File: src/mac_book_pkg.sv
package mac_book_pkg;
  // Register byte offsets
  localparam logic [7:0] OFS_EVENT    = 8'h00;
  localparam logic [7:0] OFS_TX_START = 8'h04;
  localparam logic [7:0] OFS_RX_START = 8'h08;
  localparam logic [7:0] OFS_RX_END   = 8'h0c;
  localparam logic [7:0] OFS_BUF_SIZE = 8'h10;
  localparam logic [7:0] OFS_MAX_FRM  = 8'h14;
  localparam logic [7:0] OFS_COL_WIN  = 8'h18;
  localparam logic [7:0] OFS_RETRY    = 8'h1c;
  localparam logic [7:0] OFS_CTRL     = 8'h20;
  localparam logic [7:0] OFS_TX_STAT  = 8'h24;
  localparam logic [7:0] OFS_RX_PTR   = 8'h28;

  // Event status bit positions
  localparam int EV_TX_DONE  = 0;
  localparam int EV_TX_CF    = 1;
  localparam int EV_RX_OVR   = 2;
  localparam int EV_RX_DONE  = 3;
  localparam int EV_RX_PCF   = 4;
  localparam int EV_RX_CF    = 5;
  localparam int EV_MGMT     = 6;
  localparam int EV_TX_FAULT = 7;

  // Transmit status word bit positions
  localparam int TS_OWNER = 15;
  localparam int TS_ABORT = 14;
  localparam int TS_BPA   = 13;
  localparam int TS_HUGE  = 12;
  localparam int TS_LOOR  = 11;
  localparam int TS_LCERR = 10;
  localparam int TS_FCS   = 9;
  localparam int TS_DEFER = 8;
  localparam int TS_XSDFR = 7;
  localparam int TS_UNDER = 6;
  localparam int TS_LATE  = 5;
  localparam int TS_MAXC  = 4;

  // Buffer size field and control bits
  localparam int BS_SEL_LSB = 6;
  localparam int CTRL_FCS   = 0;
  localparam int CTRL_TXRST = 1;

  // Reset values
  localparam logic [7:0]  BUF_SIZE_RST = 8'h00;
  localparam logic [15:0] MAX_FRM_RST  = 16'h05ee;
  localparam logic [5:0]  COL_WIN_RST  = 6'h38;
  localparam logic [3:0]  RETRY_RST    = 4'hf;
  localparam logic [1:0]  CTRL_RST     = 2'h1;

  // Frame and descriptor figures
  localparam logic [15:0] LEN_MAX       = 16'd1518;
  localparam logic [23:0] DESC_BYTES    = 24'd7;
  localparam logic [14:0] XS_DFR_NIBBLE = 15'd6071;
  localparam logic [14:0] XS_DFR_BIT    = 15'd24287;

  typedef enum logic [1:0] {
    TX_IDLE = 2'b01,
    TX_BUSY = 2'b10
  } tx_state_t;
endpackage

File: src/desc_calc_if.sv
`timescale 1ns/1ns
interface desc_calc_if;
  logic [23:0] cur_ptr;
  logic [23:0] region_lo;
  logic [23:0] region_hi;
  logic [15:0] pkt_len;
  logic [1:0]  size_sel;
  logic [23:0] next_ptr;

  modport calc (input cur_ptr, region_lo, region_hi, pkt_len, size_sel, output next_ptr);
  modport user (output cur_ptr, region_lo, region_hi, pkt_len, size_sel, input next_ptr);
endinterface

File: src/desc_next_calc.sv
`timescale 1ns/1ns
module desc_next_calc
  import mac_book_pkg::*;
(
  desc_calc_if.calc c
);
  logic [23:0] mask;
  logic [23:0] span;
  logic [23:0] raw;

  // Descriptor plus frame, rounded up to whole packet buffers, wrapped in region
  always_comb begin
    mask = (24'd256 >> c.size_sel) - 24'd1;
    span = (DESC_BYTES + {8'h00, c.pkt_len} + mask) & ~mask;
    raw  = c.cur_ptr + span;
    if (raw >= c.region_hi) begin
      c.next_ptr = c.region_lo + (raw - c.region_hi);
    end else begin
      c.next_ptr = raw;
    end
  end
endmodule // desc_next_calc

File: src/mac_book.sv
// Implementation choices: the APB register port and the placing of the registers.
`timescale 1ns/1ns
// Overview of operation
// - Transmit engine fault sets event bit 7; software then resets the transmitter.
// - Management transaction with the PHY sets event bit 6.
// - Receive overrun sets event bit 2; packets discarded until software clears it.
// - Control frame transmission complete sets event bit 1.
// - Packet transmission complete sets event bit 0.
// - Control frame reception complete sets event bit 5.
// - Pause frame reception sets bit 4; any reception sets bit 3.
// - Three pointers split memory into transmit and receive regions.
// - Packet buffers of 32, 64, 128 or 256 bytes chosen by bits 7:6.
// - A packet may span several consecutive packet buffers.
// - Each packet starts with descriptor: next pointer, size, status; frame follows.
// - Next pointer is a 24-bit address of the following descriptor.
// - Size counts frame bytes with FCS, excluding the seven descriptor bytes.
// - Status bit 15 is ownership: 0 host, 1 MAC.
// - Status bits 14 abort, 13 back pressure, 12 size above max frame.
// - Bit 11 type/length above 1518; bit 10 length disagrees with data.
// - Bit 9 bad FCS when automatic FCS generation is disabled.
// - Bit 8 deferred; bit 7 deferral beyond 6071 nibble or 24287 bit times.
// - Bit 6 FIFO underrun; abort bit tells abandoned or retried.
// - Bit 5 late collision beyond window count; earlier collisions are retried.
// - Bit 4 and abort when collisions exceed the retry limit.
// - Bits 3:0 count collisions seen while sending the packet.
// - Written status clears ownership, returning the descriptor to the host.
module mac_book
  import mac_book_pkg::*;
(
  input  wire logic        pclk,
  input  wire logic        presetn,
  input  wire logic [7:0]  paddr,
  input  wire logic        psel,
  input  wire logic        penable,
  input  wire logic        pwrite,
  input  wire logic [31:0] pwdata,
  output logic      [31:0] prdata,
  output logic             pready,
  output logic             pslverr,
  input  wire logic        tx_start,
  input  wire logic [23:0] tx_desc_np,
  input  wire logic [15:0] tx_desc_size,
  input  wire logic        tx_deferring,
  input  wire logic        tx_defer_tick,
  input  wire logic        speed_100,
  input  wire logic        tx_backpressure,
  input  wire logic        tx_collision,
  input  wire logic [15:0] tx_byte_cnt,
  input  wire logic        tx_underflow,
  input  wire logic        tx_underflow_retry,
  input  wire logic        tx_end,
  input  wire logic [15:0] tx_type_len,
  input  wire logic [15:0] tx_data_len,
  input  wire logic        tx_fcs_good,
  input  wire logic        tx_ctrl_frame,
  input  wire logic        tx_fault,
  input  wire logic        mgmt_done,
  input  wire logic        rx_end,
  input  wire logic [15:0] rx_len,
  input  wire logic        rx_ctrl,
  input  wire logic        rx_pause,
  input  wire logic        rx_overrun,
  output logic             tx_retry,
  output logic             tx_abort,
  output logic             tx_stat_wr,
  output logic      [15:0] tx_stat_word,
  output logic      [23:0] tx_next_ptr,
  output logic             tx_reset,
  output logic             auto_fcs_enable,
  output logic             rx_discard,
  output logic             rx_desc_wr,
  output logic      [23:0] rx_desc_addr,
  output logic      [23:0] rx_desc_np,
  output logic      [15:0] rx_desc_size,
  output logic             irq
);
  logic [7:0]  ev_q;
  logic [7:0]  ev_set;
  logic [23:0] tx_start_ptr_q;
  logic [23:0] rx_start_ptr_q;
  logic [23:0] rx_end_ptr_q;
  logic [7:0]  buf_size_q;
  logic [15:0] max_frm_q;
  logic [5:0]  col_win_q;
  logic [3:0]  retry_q;
  logic [1:0]  ctrl_q;
  logic [23:0] rx_ptr_q;
  logic [31:0] prdata_q;
  logic        pready_q;
  logic        pslverr_q;
  logic        wr_en;
  logic        rd_hit;
  logic [31:0] rd_val;
  tx_state_t   tx_state_q;
  logic [3:0]  coll_q;
  logic [14:0] dfr_cnt_q;
  logic        dfr_q;
  logic        xsdfr_q;
  logic        bpa_q;
  logic        busy;
  logic        late;
  logic        maxc;
  logic        under_abort;
  logic        abort_now;
  logic        retry_now;
  logic        finish;
  logic [4:0]  coll_inc;
  logic [14:0] dfr_lim;
  logic [15:0] stat_d;
  logic        rx_take;
  logic        tx_retry_q;
  logic        tx_abort_q;
  logic        tx_stat_wr_q;
  logic [15:0] tx_stat_q;
  logic [23:0] tx_next_q;
  logic        rx_desc_wr_q;
  logic [23:0] rx_desc_addr_q;
  logic [23:0] rx_desc_np_q;
  logic [15:0] rx_desc_size_q;
  logic        irq_q;

  desc_calc_if calc_bus ();

  desc_next_calc u_calc (
    .c (calc_bus.calc)
  );

  // Receive next-descriptor address from current slot and length
  assign calc_bus.cur_ptr   = rx_ptr_q;
  assign calc_bus.region_lo = rx_start_ptr_q;
  assign calc_bus.region_hi = rx_end_ptr_q;
  assign calc_bus.pkt_len   = rx_len;
  assign calc_bus.size_sel  = buf_size_q[BS_SEL_LSB +: 2];

  // APB: answer one cycle after setup, write lands at the access edge
  assign wr_en = psel & penable & pready_q & pwrite;

  always_comb begin
    rd_hit = 1'b1;
    rd_val = 32'h0000_0000;
    unique case (paddr)
      OFS_EVENT:    rd_val = {24'h000000, ev_q};
      OFS_TX_START: rd_val = {8'h00, tx_start_ptr_q};
      OFS_RX_START: rd_val = {8'h00, rx_start_ptr_q};
      OFS_RX_END:   rd_val = {8'h00, rx_end_ptr_q};
      OFS_BUF_SIZE: rd_val = {24'h000000, buf_size_q};
      OFS_MAX_FRM:  rd_val = {16'h0000, max_frm_q};
      OFS_COL_WIN:  rd_val = {26'h0000000, col_win_q};
      OFS_RETRY:    rd_val = {28'h0000000, retry_q};
      OFS_CTRL:     rd_val = {30'h00000000, ctrl_q};
      OFS_TX_STAT:  rd_val = {16'h0000, tx_stat_q};
      OFS_RX_PTR:   rd_val = {8'h00, rx_ptr_q};
      default:      rd_hit = 1'b0;
    endcase
  end

  always_ff @(posedge pclk or negedge presetn) begin
    if (!presetn) begin
      pready_q  <= 1'b0;
      pslverr_q <= 1'b0;
      prdata_q  <= 32'h0000_0000;
    end else if (psel && !penable) begin
      pready_q  <= 1'b1;
      pslverr_q <= ~rd_hit;
      prdata_q  <= pwrite ? 32'h0000_0000 : rd_val;
    end else begin
      pready_q  <= 1'b0;
      pslverr_q <= 1'b0;
    end
  end

  always_ff @(posedge pclk or negedge presetn) begin
    if (!presetn) begin
      tx_start_ptr_q <= 24'h000000;
      rx_start_ptr_q <= 24'h000000;
      rx_end_ptr_q   <= 24'h000000;
      buf_size_q     <= BUF_SIZE_RST;
      max_frm_q      <= MAX_FRM_RST;
      col_win_q      <= COL_WIN_RST;
      retry_q        <= RETRY_RST;
      ctrl_q         <= CTRL_RST;
    end else if (wr_en) begin
      unique case (paddr)
        OFS_TX_START: tx_start_ptr_q <= pwdata[23:0];
        OFS_RX_START: rx_start_ptr_q <= pwdata[23:0];
        OFS_RX_END:   rx_end_ptr_q   <= pwdata[23:0];
        OFS_BUF_SIZE: buf_size_q     <= pwdata[7:0];
        OFS_MAX_FRM:  max_frm_q      <= pwdata[15:0];
        OFS_COL_WIN:  col_win_q      <= pwdata[5:0];
        OFS_RETRY:    retry_q        <= pwdata[3:0];
        OFS_CTRL:     ctrl_q         <= pwdata[1:0];
        default:      ;
      endcase
    end
  end

  // Event sources; a set in the clearing cycle wins
  assign rx_take = rx_end & ~ev_q[EV_RX_OVR];

  always_comb begin
    ev_set = 8'h00;
    ev_set[EV_TX_FAULT] = tx_fault;
    ev_set[EV_MGMT]     = mgmt_done;
    ev_set[EV_RX_CF]    = rx_take & rx_ctrl;
    ev_set[EV_RX_PCF]   = rx_take & rx_pause;
    ev_set[EV_RX_DONE]  = rx_take;
    ev_set[EV_RX_OVR]   = rx_overrun;
    ev_set[EV_TX_CF]    = finish & tx_ctrl_frame;
    ev_set[EV_TX_DONE]  = finish;
  end

  always_ff @(posedge pclk or negedge presetn) begin
    if (!presetn) begin
      ev_q <= 8'h00;
    end else if (wr_en && paddr == OFS_EVENT) begin
      ev_q <= (ev_q & ~pwdata[7:0]) | ev_set;
    end else begin
      ev_q <= ev_q | ev_set;
    end
  end

  always_ff @(posedge pclk or negedge presetn) begin
    if (!presetn) begin
      irq_q <= 1'b0;
    end else begin
      irq_q <= |(ev_q | ev_set);
    end
  end

  // Transmit bookkeeping
  assign busy        = tx_state_q == TX_BUSY;
  assign coll_inc    = {1'b0, coll_q} + 5'd1;
  assign late        = tx_collision & (tx_byte_cnt > {10'h000, col_win_q});
  assign maxc        = tx_collision & ~late & (coll_inc > {1'b0, retry_q});
  assign under_abort = tx_underflow & ~tx_underflow_retry;
  assign abort_now   = busy & (late | maxc | under_abort);
  assign retry_now   = busy & ((tx_collision & ~late & ~maxc) | (tx_underflow & tx_underflow_retry));
  assign finish      = busy & (tx_end | abort_now) & ~ctrl_q[CTRL_TXRST];
  assign dfr_lim     = speed_100 ? XS_DFR_NIBBLE : XS_DFR_BIT;

  always_ff @(posedge pclk or negedge presetn) begin
    if (!presetn) begin
      tx_state_q <= TX_IDLE;
    end else if (ctrl_q[CTRL_TXRST]) begin
      tx_state_q <= TX_IDLE;
    end else begin
      unique case (tx_state_q)
        TX_IDLE: if (tx_start) tx_state_q <= TX_BUSY;
        TX_BUSY: if (finish) tx_state_q <= TX_IDLE;
      endcase
    end
  end

  always_ff @(posedge pclk or negedge presetn) begin
    if (!presetn) begin
      coll_q <= 4'h0;
    end else if (tx_start && !busy) begin
      coll_q <= 4'h0;
    end else if (busy && tx_collision && coll_q != 4'hf) begin
      coll_q <= coll_inc[3:0];
    end
  end

  always_ff @(posedge pclk or negedge presetn) begin
    if (!presetn) begin
      dfr_cnt_q <= 15'h0000;
      dfr_q     <= 1'b0;
      xsdfr_q   <= 1'b0;
      bpa_q     <= 1'b0;
    end else if (tx_start && !busy) begin
      dfr_cnt_q <= 15'h0000;
      dfr_q     <= 1'b0;
      xsdfr_q   <= 1'b0;
      bpa_q     <= 1'b0;
    end else if (busy) begin
      if (tx_deferring) begin
        dfr_q <= 1'b1;
      end
      if (tx_deferring && tx_defer_tick && !xsdfr_q) begin
        dfr_cnt_q <= dfr_cnt_q + 15'd1;
        xsdfr_q   <= dfr_cnt_q >= dfr_lim;
      end
      if (tx_backpressure) begin
        bpa_q <= 1'b1;
      end
    end
  end

  always_comb begin
    stat_d = 16'h0000;
    stat_d[TS_OWNER] = 1'b0;
    stat_d[TS_ABORT] = abort_now;
    stat_d[TS_BPA]   = bpa_q | tx_backpressure;
    stat_d[TS_HUGE]  = tx_desc_size > max_frm_q;
    stat_d[TS_LOOR]  = tx_type_len > LEN_MAX;
    stat_d[TS_LCERR] = (tx_type_len <= LEN_MAX) & (tx_type_len != tx_data_len);
    stat_d[TS_FCS]   = ~ctrl_q[CTRL_FCS] & ~tx_fcs_good;
    stat_d[TS_DEFER] = dfr_q;
    stat_d[TS_XSDFR] = xsdfr_q;
    stat_d[TS_UNDER] = tx_underflow;
    stat_d[TS_LATE]  = late;
    stat_d[TS_MAXC]  = maxc;
    stat_d[3:0]      = (busy && tx_collision && coll_q != 4'hf) ? coll_inc[3:0] : coll_q;
  end

  always_ff @(posedge pclk or negedge presetn) begin
    if (!presetn) begin
      tx_retry_q   <= 1'b0;
      tx_abort_q   <= 1'b0;
      tx_stat_wr_q <= 1'b0;
      tx_stat_q    <= 16'h0000;
      tx_next_q    <= 24'h000000;
    end else begin
      tx_retry_q   <= retry_now & ~ctrl_q[CTRL_TXRST];
      tx_abort_q   <= abort_now & ~ctrl_q[CTRL_TXRST];
      tx_stat_wr_q <= finish;
      if (finish) begin
        tx_stat_q <= stat_d;
        tx_next_q <= tx_desc_np;
      end else if (ctrl_q[CTRL_TXRST]) begin
        tx_next_q <= tx_start_ptr_q;
      end
    end
  end

  // Receive descriptor writer
  always_ff @(posedge pclk or negedge presetn) begin
    if (!presetn) begin
      rx_ptr_q       <= 24'h000000;
      rx_desc_wr_q   <= 1'b0;
      rx_desc_addr_q <= 24'h000000;
      rx_desc_np_q   <= 24'h000000;
      rx_desc_size_q <= 16'h0000;
    end else begin
      rx_desc_wr_q <= rx_take;
      if (wr_en && paddr == OFS_RX_START) begin
        rx_ptr_q <= pwdata[23:0];
      end else if (rx_take) begin
        rx_ptr_q       <= calc_bus.next_ptr;
        rx_desc_addr_q <= rx_ptr_q;
        rx_desc_np_q   <= calc_bus.next_ptr;
        rx_desc_size_q <= rx_len;
      end
    end
  end

  assign prdata          = prdata_q;
  assign pready          = pready_q;
  assign pslverr         = pslverr_q;
  assign tx_retry        = tx_retry_q;
  assign tx_abort        = tx_abort_q;
  assign tx_stat_wr      = tx_stat_wr_q;
  assign tx_stat_word    = tx_stat_q;
  assign tx_next_ptr     = tx_next_q;
  assign tx_reset        = ctrl_q[CTRL_TXRST];
  assign auto_fcs_enable = ctrl_q[CTRL_FCS];
  assign rx_discard      = ev_q[EV_RX_OVR];
  assign rx_desc_wr      = rx_desc_wr_q;
  assign rx_desc_addr    = rx_desc_addr_q;
  assign rx_desc_np      = rx_desc_np_q;
  assign rx_desc_size    = rx_desc_size_q;
  assign irq             = irq_q;
endmodule // mac_book

File: config.mk
export PLATFORM = sky130hd
export DESIGN_NAME = mac_book
export DESIGN_NICKNAME = d
export VERILOG_FILES = /design/src/mac_book_pkg.sv /design/src/desc_calc_if.sv /design/src/desc_next_calc.sv /design/src/mac_book.sv
export SDC_FILE = /design/constraint.sdc
export NUM_CORES = 1
export LEC_CHECK = 0
export ABC_CLOCK_PERIOD_IN_PS = 15400
export BUFFER_PORTS_ARGS = -buffer_cell sky130_fd_sc_hd__buf_2
export CAP_MARGIN = 20
export CORE_UTILIZATION = 63
export CTS_BUF_LIST = sky130_fd_sc_hd__clkbuf_4 sky130_fd_sc_hd__clkbuf_8
export DETAILED_ROUTE_END_ITERATION = 8
export GPL_TIMING_DRIVEN = 0
export HOLD_SLACK_MARGIN = 0.05
export PLACE_DENSITY = 0.9
export SYNTH_ARGS = -nofsm -noshare
export SYNTH_HDL_FRONTEND = slang
export SYNTH_SLANG_ARGS = --single-unit
File: constraint.sdc
create_clock -name pclk -period 15.4 [get_ports pclk]
set_clock_uncertainty 0.2 [all_clocks]
set_input_delay 3.08 -clock pclk [delete_from_list [all_inputs] [get_ports pclk]]
set_output_delay 3.08 -clock pclk [all_outputs]
set_load 0.005 [all_outputs]
# After elaboration in Yosys (flattened, before gate mapping)
# Index checks and enable logic that the tools add are counted.
dict set report totals {
  register_bits 306
  latchBits 0
  ramBits 0
  mem_bits_ro 0
  inputBits 166
  output_inout_bits 146
  elab_cells 165
  n_memories 0
}
dict set report classes {
  add_sub_neg 8
  multipliers 0
  div 0
  order_cmp 7
  eq_ne 16
  n_shift 1
  mux 30
  bitwise_logic 41
  n_reduce_logical 33
}
# op n
set ops {}
lappend ops {{$pmux 24 s11} 1}
lappend ops {{$mux 24} 5}
lappend ops {{$add 24x24->24} 3}
lappend ops {{$mux 15} 4}
lappend ops {{$eq 8x5->1 const B} 4}
lappend ops {{$mux 32} 1}
lappend ops {{$reduce_and 2->1} 13}
lappend ops {{$and 24x24->24} 1}
lappend ops {{$eq 8x6->1 const B} 3}
lappend ops {{$ge 24x24->1} 1}
lappend ops {{$not 24->24} 1}
lappend ops {{$shr 9x2->24 const A} 1}
lappend ops {{$sub 24x1->24 const B} 1}
lappend ops {{$sub 24x24->24} 1}
lappend ops {{$and 1x1->1} 21}
lappend ops {{$add 3x16->17 const A} 1}
lappend ops {{$eq 8x4->1 const B} 2}
lappend ops {{$gt 16x11->1 const B} 1}
lappend ops {{$gt 16x16->1} 1}
lappend ops {{$gt 16x6->1} 1}
lappend ops {{$le 16x11->1 const B} 1}
lappend ops {{$ne 16x16->1} 1}
lappend ops {{$or 8x8->8} 2}
lappend ops {{$add 15x1->15 const B} 1}
lappend ops {{other kinds (24)} 64}

# Longest topological paths before layout
dict set report depth {
  ltp_word 14
  depth_mapped 36
  depth_no_buf 35
}

# Modules after synthesis
# From an unflattened synthesis, not the netlist that was laid out.
dict set report hier_totals {
  cells_unflattened 1838
  area_unflattened_um2 18195.0
}
# module n_inst cells_per_inst area_per_inst_um2 seq_area_each_um2
set by_module_without_submodules {}
lappend by_module_without_submodules {mac_book 1 1268 14033.5 7478.4}
lappend by_module_without_submodules {desc_next_calc 1 570 4161.5 0.0}

# Worst setup path before layout
# OpenSTA, ideal clock, no wires.
dict set report synth_timing {
  path_type {in2reg}
  start {input rx_len[3]}
  end {register rx_desc_np_q[23] (netlist: rx_desc_np[23])}
  setup_time_ns 0.131
  arrival_time_ns 9.050
  t_required_ns 15.069
  path_slack_ns 6.019
  cell_stages 28
  n_path_buf 0
  path_cell_list {nand3_1 nor4b_1 xor2_1 ha_1 nand2b_1 mux2_2 a311oi_1 o2111ai_1 a31oi_1 o21ai_1 nor2b_1 xnor2_1 ha_1 o211ai_1 a2bb2oi_1 o211ai_2 and3_1 a211oi_1 fa_1 inv_1 ha_1 a211o_1 nor4_1 a31oi_1 or3_1 mux2_2 o21ai_0 a22oi_1}
}
dict set report synth_between {
  elab_chain_len 7
  word_cells_on_any_way 8
  classes_between {add/sub: 5; order compare: 1; mux: 1; bitwise: 1}
}
# item line
set synth_lines {}
lappend synth_lines {{from (decl)} mac_book.sv:59} ;# input wire logic [15:0] rx_len,
lappend synth_lines {{$add 3x16->17 (*)} desc_next_calc.sv:14} ;# span = (DESC_BYTES + {8'h00, c.pkt_len} + mask) & ~mask;
lappend synth_lines {{$add 24x24->24 (*)} desc_next_calc.sv:14}
lappend synth_lines {{$and 24x24->24 (*)} desc_next_calc.sv:14}
lappend synth_lines {{$add 24x24->24 (*)} desc_next_calc.sv:15} ;# raw = c.cur_ptr + span;
lappend synth_lines {{$sub 24x24->24} desc_next_calc.sv:17} ;# c.next_ptr = c.region_lo + (raw - c.region_hi);
lappend synth_lines {{$add 24x24->24} desc_next_calc.sv:17}
lappend synth_lines {{$mux 24 (*)} desc_next_calc.sv:16} ;# if (raw >= c.region_hi) begin
lappend synth_lines {{to (signal assigned)} mac_book.sv:341} ;# rx_desc_np_q <= calc_bus.next_ptr;
lappend synth_lines {{to (decl)} mac_book.sv:118} ;# logic [23:0] rx_desc_np_q;
# Mark *: on every way between the ends. The rest lies on a longest branch, timed or not.
# A chain may end at the register's enable or synchronous reset.

# Final worst setup path
dict set report layout_timing {
  start {input rx_len[4]}
  end {register rx_ptr_q[2] (netlist: calc_bus.cur_ptr[2])}
}
dict set report layout_between {
  elab_chain_len 8
}
# item line
set layout_lines {}
lappend layout_lines {{$add 3x16->17} desc_next_calc.sv:14}
lappend layout_lines {{$add 24x24->24} desc_next_calc.sv:14}
lappend layout_lines {{$and 24x24->24} desc_next_calc.sv:14}
lappend layout_lines {{$add 24x24->24} desc_next_calc.sv:15}
lappend layout_lines {{$ge 24x24->1} desc_next_calc.sv:16}
lappend layout_lines {{$mux 24} desc_next_calc.sv:16}
lappend layout_lines {{$mux 24} mac_book.sv:338} ;# end else if (rx_take) begin
lappend layout_lines {{$mux 24} mac_book.sv:336} ;# if (wr_en && paddr == OFS_RX_START) begin
lappend layout_lines {{to (signal assigned)} mac_book.sv:337} ;# rx_ptr_q <= pwdata[23:0];
lappend layout_lines {{to (signal assigned)} mac_book.sv:339} ;# rx_ptr_q <= calc_bus.next_ptr;
lappend layout_lines {{to (decl)} mac_book.sv:87} ;# logic [23:0] rx_ptr_q;
# Every way passes these cells. The select of a mux whose other input is x is not followed.

==> metrics.md <==
| Metric | Value |
|---|---|
| Hold Path Class | `flip-flop to flip-flop` |
| Clock buffers created by TritonCTS | `50` |
| Worst setup SP type | `input pin` |
| Max-cap violation count | `0` |
| DIE WIDTH | `171.7 um` |
| Mean Syn Cell Area | `9.429 um2` |
| DPL Wire Length | `44,720 um` |
| Port Buf Inserts | `292` |
| Synth cell types | `83` |
| Post-route ant nets | `0` |
| Register area share after synthesis | `around 41%` |
| Yosys warns | `0` |
| Final period utilization | `a little under 70%` |
| Pre-CTS setup slack | `~4.5 ns` |
| I/O pins | `312` |
| Synthesized area | `18,150 um2` |
| Primary FF master, synth | `dfrtp_1` |
| CP max stage cell | `o21ai_1` |
| Final worst path period need | `10.60 ns` |
| TritonRoute pass-1 iters | `8` |
| Commonest cells after routing, fill and taps aside | `nand2_1 (312), buf_2 (306), dfrtp_1 (281)` |
| CTS clk-pin slew, worst paths | `approximately 0.06 ns` |
| Final hold violation count | `0` |
| Starting Density | `64.62%` |
| Total grt overflow | `0` |
| Most common library cell in the layout ignoring fill and taps | `nand2_1` |
| CTS tree | `built` |
| Share of the synthesized area in the top cell type | `38.74%` |
| P&R area growth vs syn | `17.61%` |
| Largest stage delay, worst path | `about 0.84 ns` |
| Share of cells above drive strength 1 | `23.68%` |
| RSZ-0062 raised after global routing | `false` |
| Final setup TNS | `0 ns` |
| DRC | `0` |
| Pwr/cell area | `164.1 nW/um2` |
| Crit path max-delay family | `compound AO/OA/AOI/OAI gates` |
| DR vias | `17,287` |
| Status | `finished, final reports clean` |
| Global-route usage over all layers | `40.88%` |
| Die span in y | `171.7 um` |
| NumNets Final | `2,591` |
| Syn Inst Count | `1,925` |
| CTS root buf | `clkbuf_8` |
| First-pass GRT wire length | `91,690 um` |
| Sink Count | `298` |
| Worst slew pin tran | `1.126 ns` |
| Vias in the first global route | `17,471` |
| Core area | `approximately 28,000 um2` |
| Vias per inst | `6.384` |
| Final core utilization | `76.00%` |
| Rows | `61` |
| FMAX | `94.32 MHz` |
| Clock latency on the worst-skew pair | `around 0.61 ns` |
| Die Footprint | `29,490 um2` |
| LEAKAGE | `0.01058 uW` |
| Final setup viols | `0` |
| Worst setup EP type | `flip-flop` |
| Cts hold-fix bufs | `0` |
| Longest Clk Path Bufs | `3` |
| Post-CTS setup buffers | `0` |
| CP bufs+invs | `2` |
| Synth area leaders | `dfrtp_1 (39%), ha_1 (7.9%), nand2_1 (6.5%)` |
| WP data required | `between 15 and 20 ns` |
| Routability cong. | `around 0.97` |
| Peak VDD IR | `between 0.1 and 0.15 mV` |
| Async SR Flop Fraction | `100.0%` |
| Max_slew headroom | `23.01%` |
| Seq cells post-synth | `298` |
| Largest area contributor in the netlist | `dfrtp_1` |
| Critical Path AT | `10.89 ns` |
| Worst-path maximum fanout | `8` |
| DRT iter0 DRCs | `1,890` |
| Worst setup margin | `4.798 ns` |
| Initial antenna violation count | `1` |
| Largest net degree at the start of global routing | `about 110` |
| Total wire length | `59,370 um` |
| H-tree lvl count | `2` |
| Post-synth EDFFs | `0` |
| Slew Limit Fails | `0` |
| Avg WL per Cell | `roughly 22 um` |
| WS Path Type | `input pin to flip-flop` |
| # resized after CTS | `0` |
[final timing paths]
path | slack (ns) | depth (start not counted) | endpoint | startpoint
min | 0.27 | 2 | rx_desc_size[9]$_DFFE_PN0P_ | rx_desc_size[9]$_DFFE_PN0P_
min reg2reg | 0.27 | 2 | rx_desc_size[9]$_DFFE_PN0P_ | rx_desc_size[9]$_DFFE_PN0P_
min in group asynchronous | 2.26 | 1 | tx_next_ptr[21]$_DFFE_PN0P_ | presetn
max | 4.80 | 30 | calc_bus.cur_ptr[2]$_DFFE_PN0P_ | rx_len[4]
max in group asynchronous | 11.24 | 3 | rx_desc_np[0]$_DFFE_PN0P_ | presetn
max reg2reg | 7.30 | 30 | calc_bus.cur_ptr[2]$_DFFE_PN0P_ | buf_size_q[7]$_DFFE_PN0P_
[stage by stage]
step                instances  area, um2  hold slack, ns  total power, uW
floorplan                1941      18210          0.2587             2140
finish                   2708      21350          0.2688             3502
detailed placement       2613      20210          0.2566             2651
CTS                      2705      21340          0.2717             3454
global placement         2611      20140          0.2542             2600
global route             2706      21340          0.2958             3697
[cell families after synthesis]
family                   count (synthesis)  synth area share [%]
flip-flops                             298                 41.20
AO/OA/AOI/OAI                          457                 16.39
XOR/XNOR                                86                 4.150
adder cells (fa/ha/maj)                138                 10.51
AND/OR/NAND/NOR                        586                 14.54
buffers and inverters                  225                 5.156
multiplexers                           134                 8.038
other                                    1               0.02066
[synthesized netlist by cell type (18+ instances only)]
cell type and n:
a211oi_1 18, a21o_1 30, a21oi_1 78, a221oi_1 20, a22oi_1 44, clkbuf_1 45, dfrtp_1 281, fa_1 24
ha_1 114, inv_1 144, mux2_2 94, mux2i_1 40, nand2_1 312, nand3_1 35, nand4_1 24, nor2_1 103
nor3_1 20, o21ai_0 130, o21ai_1 22, xnor2_1 63, xor2_1 23
[worst min-delay path: cells and delay by family (launching register included)]
| family | cells | cell delay (ns) |
|---|---|---|
| flip-flops | 1 | 0.33 |
| AND/OR/NAND/NOR | 2 | 0.11 |
[state kept, by name (all words and copies together), names as in the netlist, 2 cells and up]
| register | flops |
|---|---|
| buf_size_q | 8 |
| calc_bus.cur_ptr | 24 |
| calc_bus.region_hi | 24 |
| calc_bus.region_lo | 24 |
| col_win_q | 6 |
| coll_q | 4 |
| ctrl_q | 2 |
| dfr_cnt_q | 15 |
| ev_q | 8 |
| max_frm_q | 16 |
| prdata | 24 |
| retry_q | 4 |
| rx_desc_addr | 24 |
| rx_desc_np | 24 |
| rx_desc_size | 16 |
| tx_next_ptr | 24 |
| tx_start_ptr_q | 24 |
| tx_stat_word | 15 |
| tx_state_q | 2 |
[area by class of cell]
type	count	area [um2]
inverters	144	540.5
plain buffers	81	395.4
repair buffers	294	1526
well taps	378	473.0
flip-flops and latches	298	7478
multi-input cells	1418	9796
fillers	1947	6740
clock buffers	77	984.7
clock inverters	15	145.1
diodes	3	7.507
[layer usage]
layer	part of all wire [%]	GRT usage, %	vias to the layer above
met5	0	0	-
met2	46	66.84	1251
met4	6.8	25.36	0
met3	10	9.204	368
li1	-	-	7464
met1	37	49.11	8204
[power breakdown]
part	leakage (uW)	total [uW]	internal [uW]	switching, uW
sequential	0.00378	1010	901	109
combinational	0.00620	1700	687	1010
clock	0.000603	796	445	351
(Power assumes the default switching activity.)
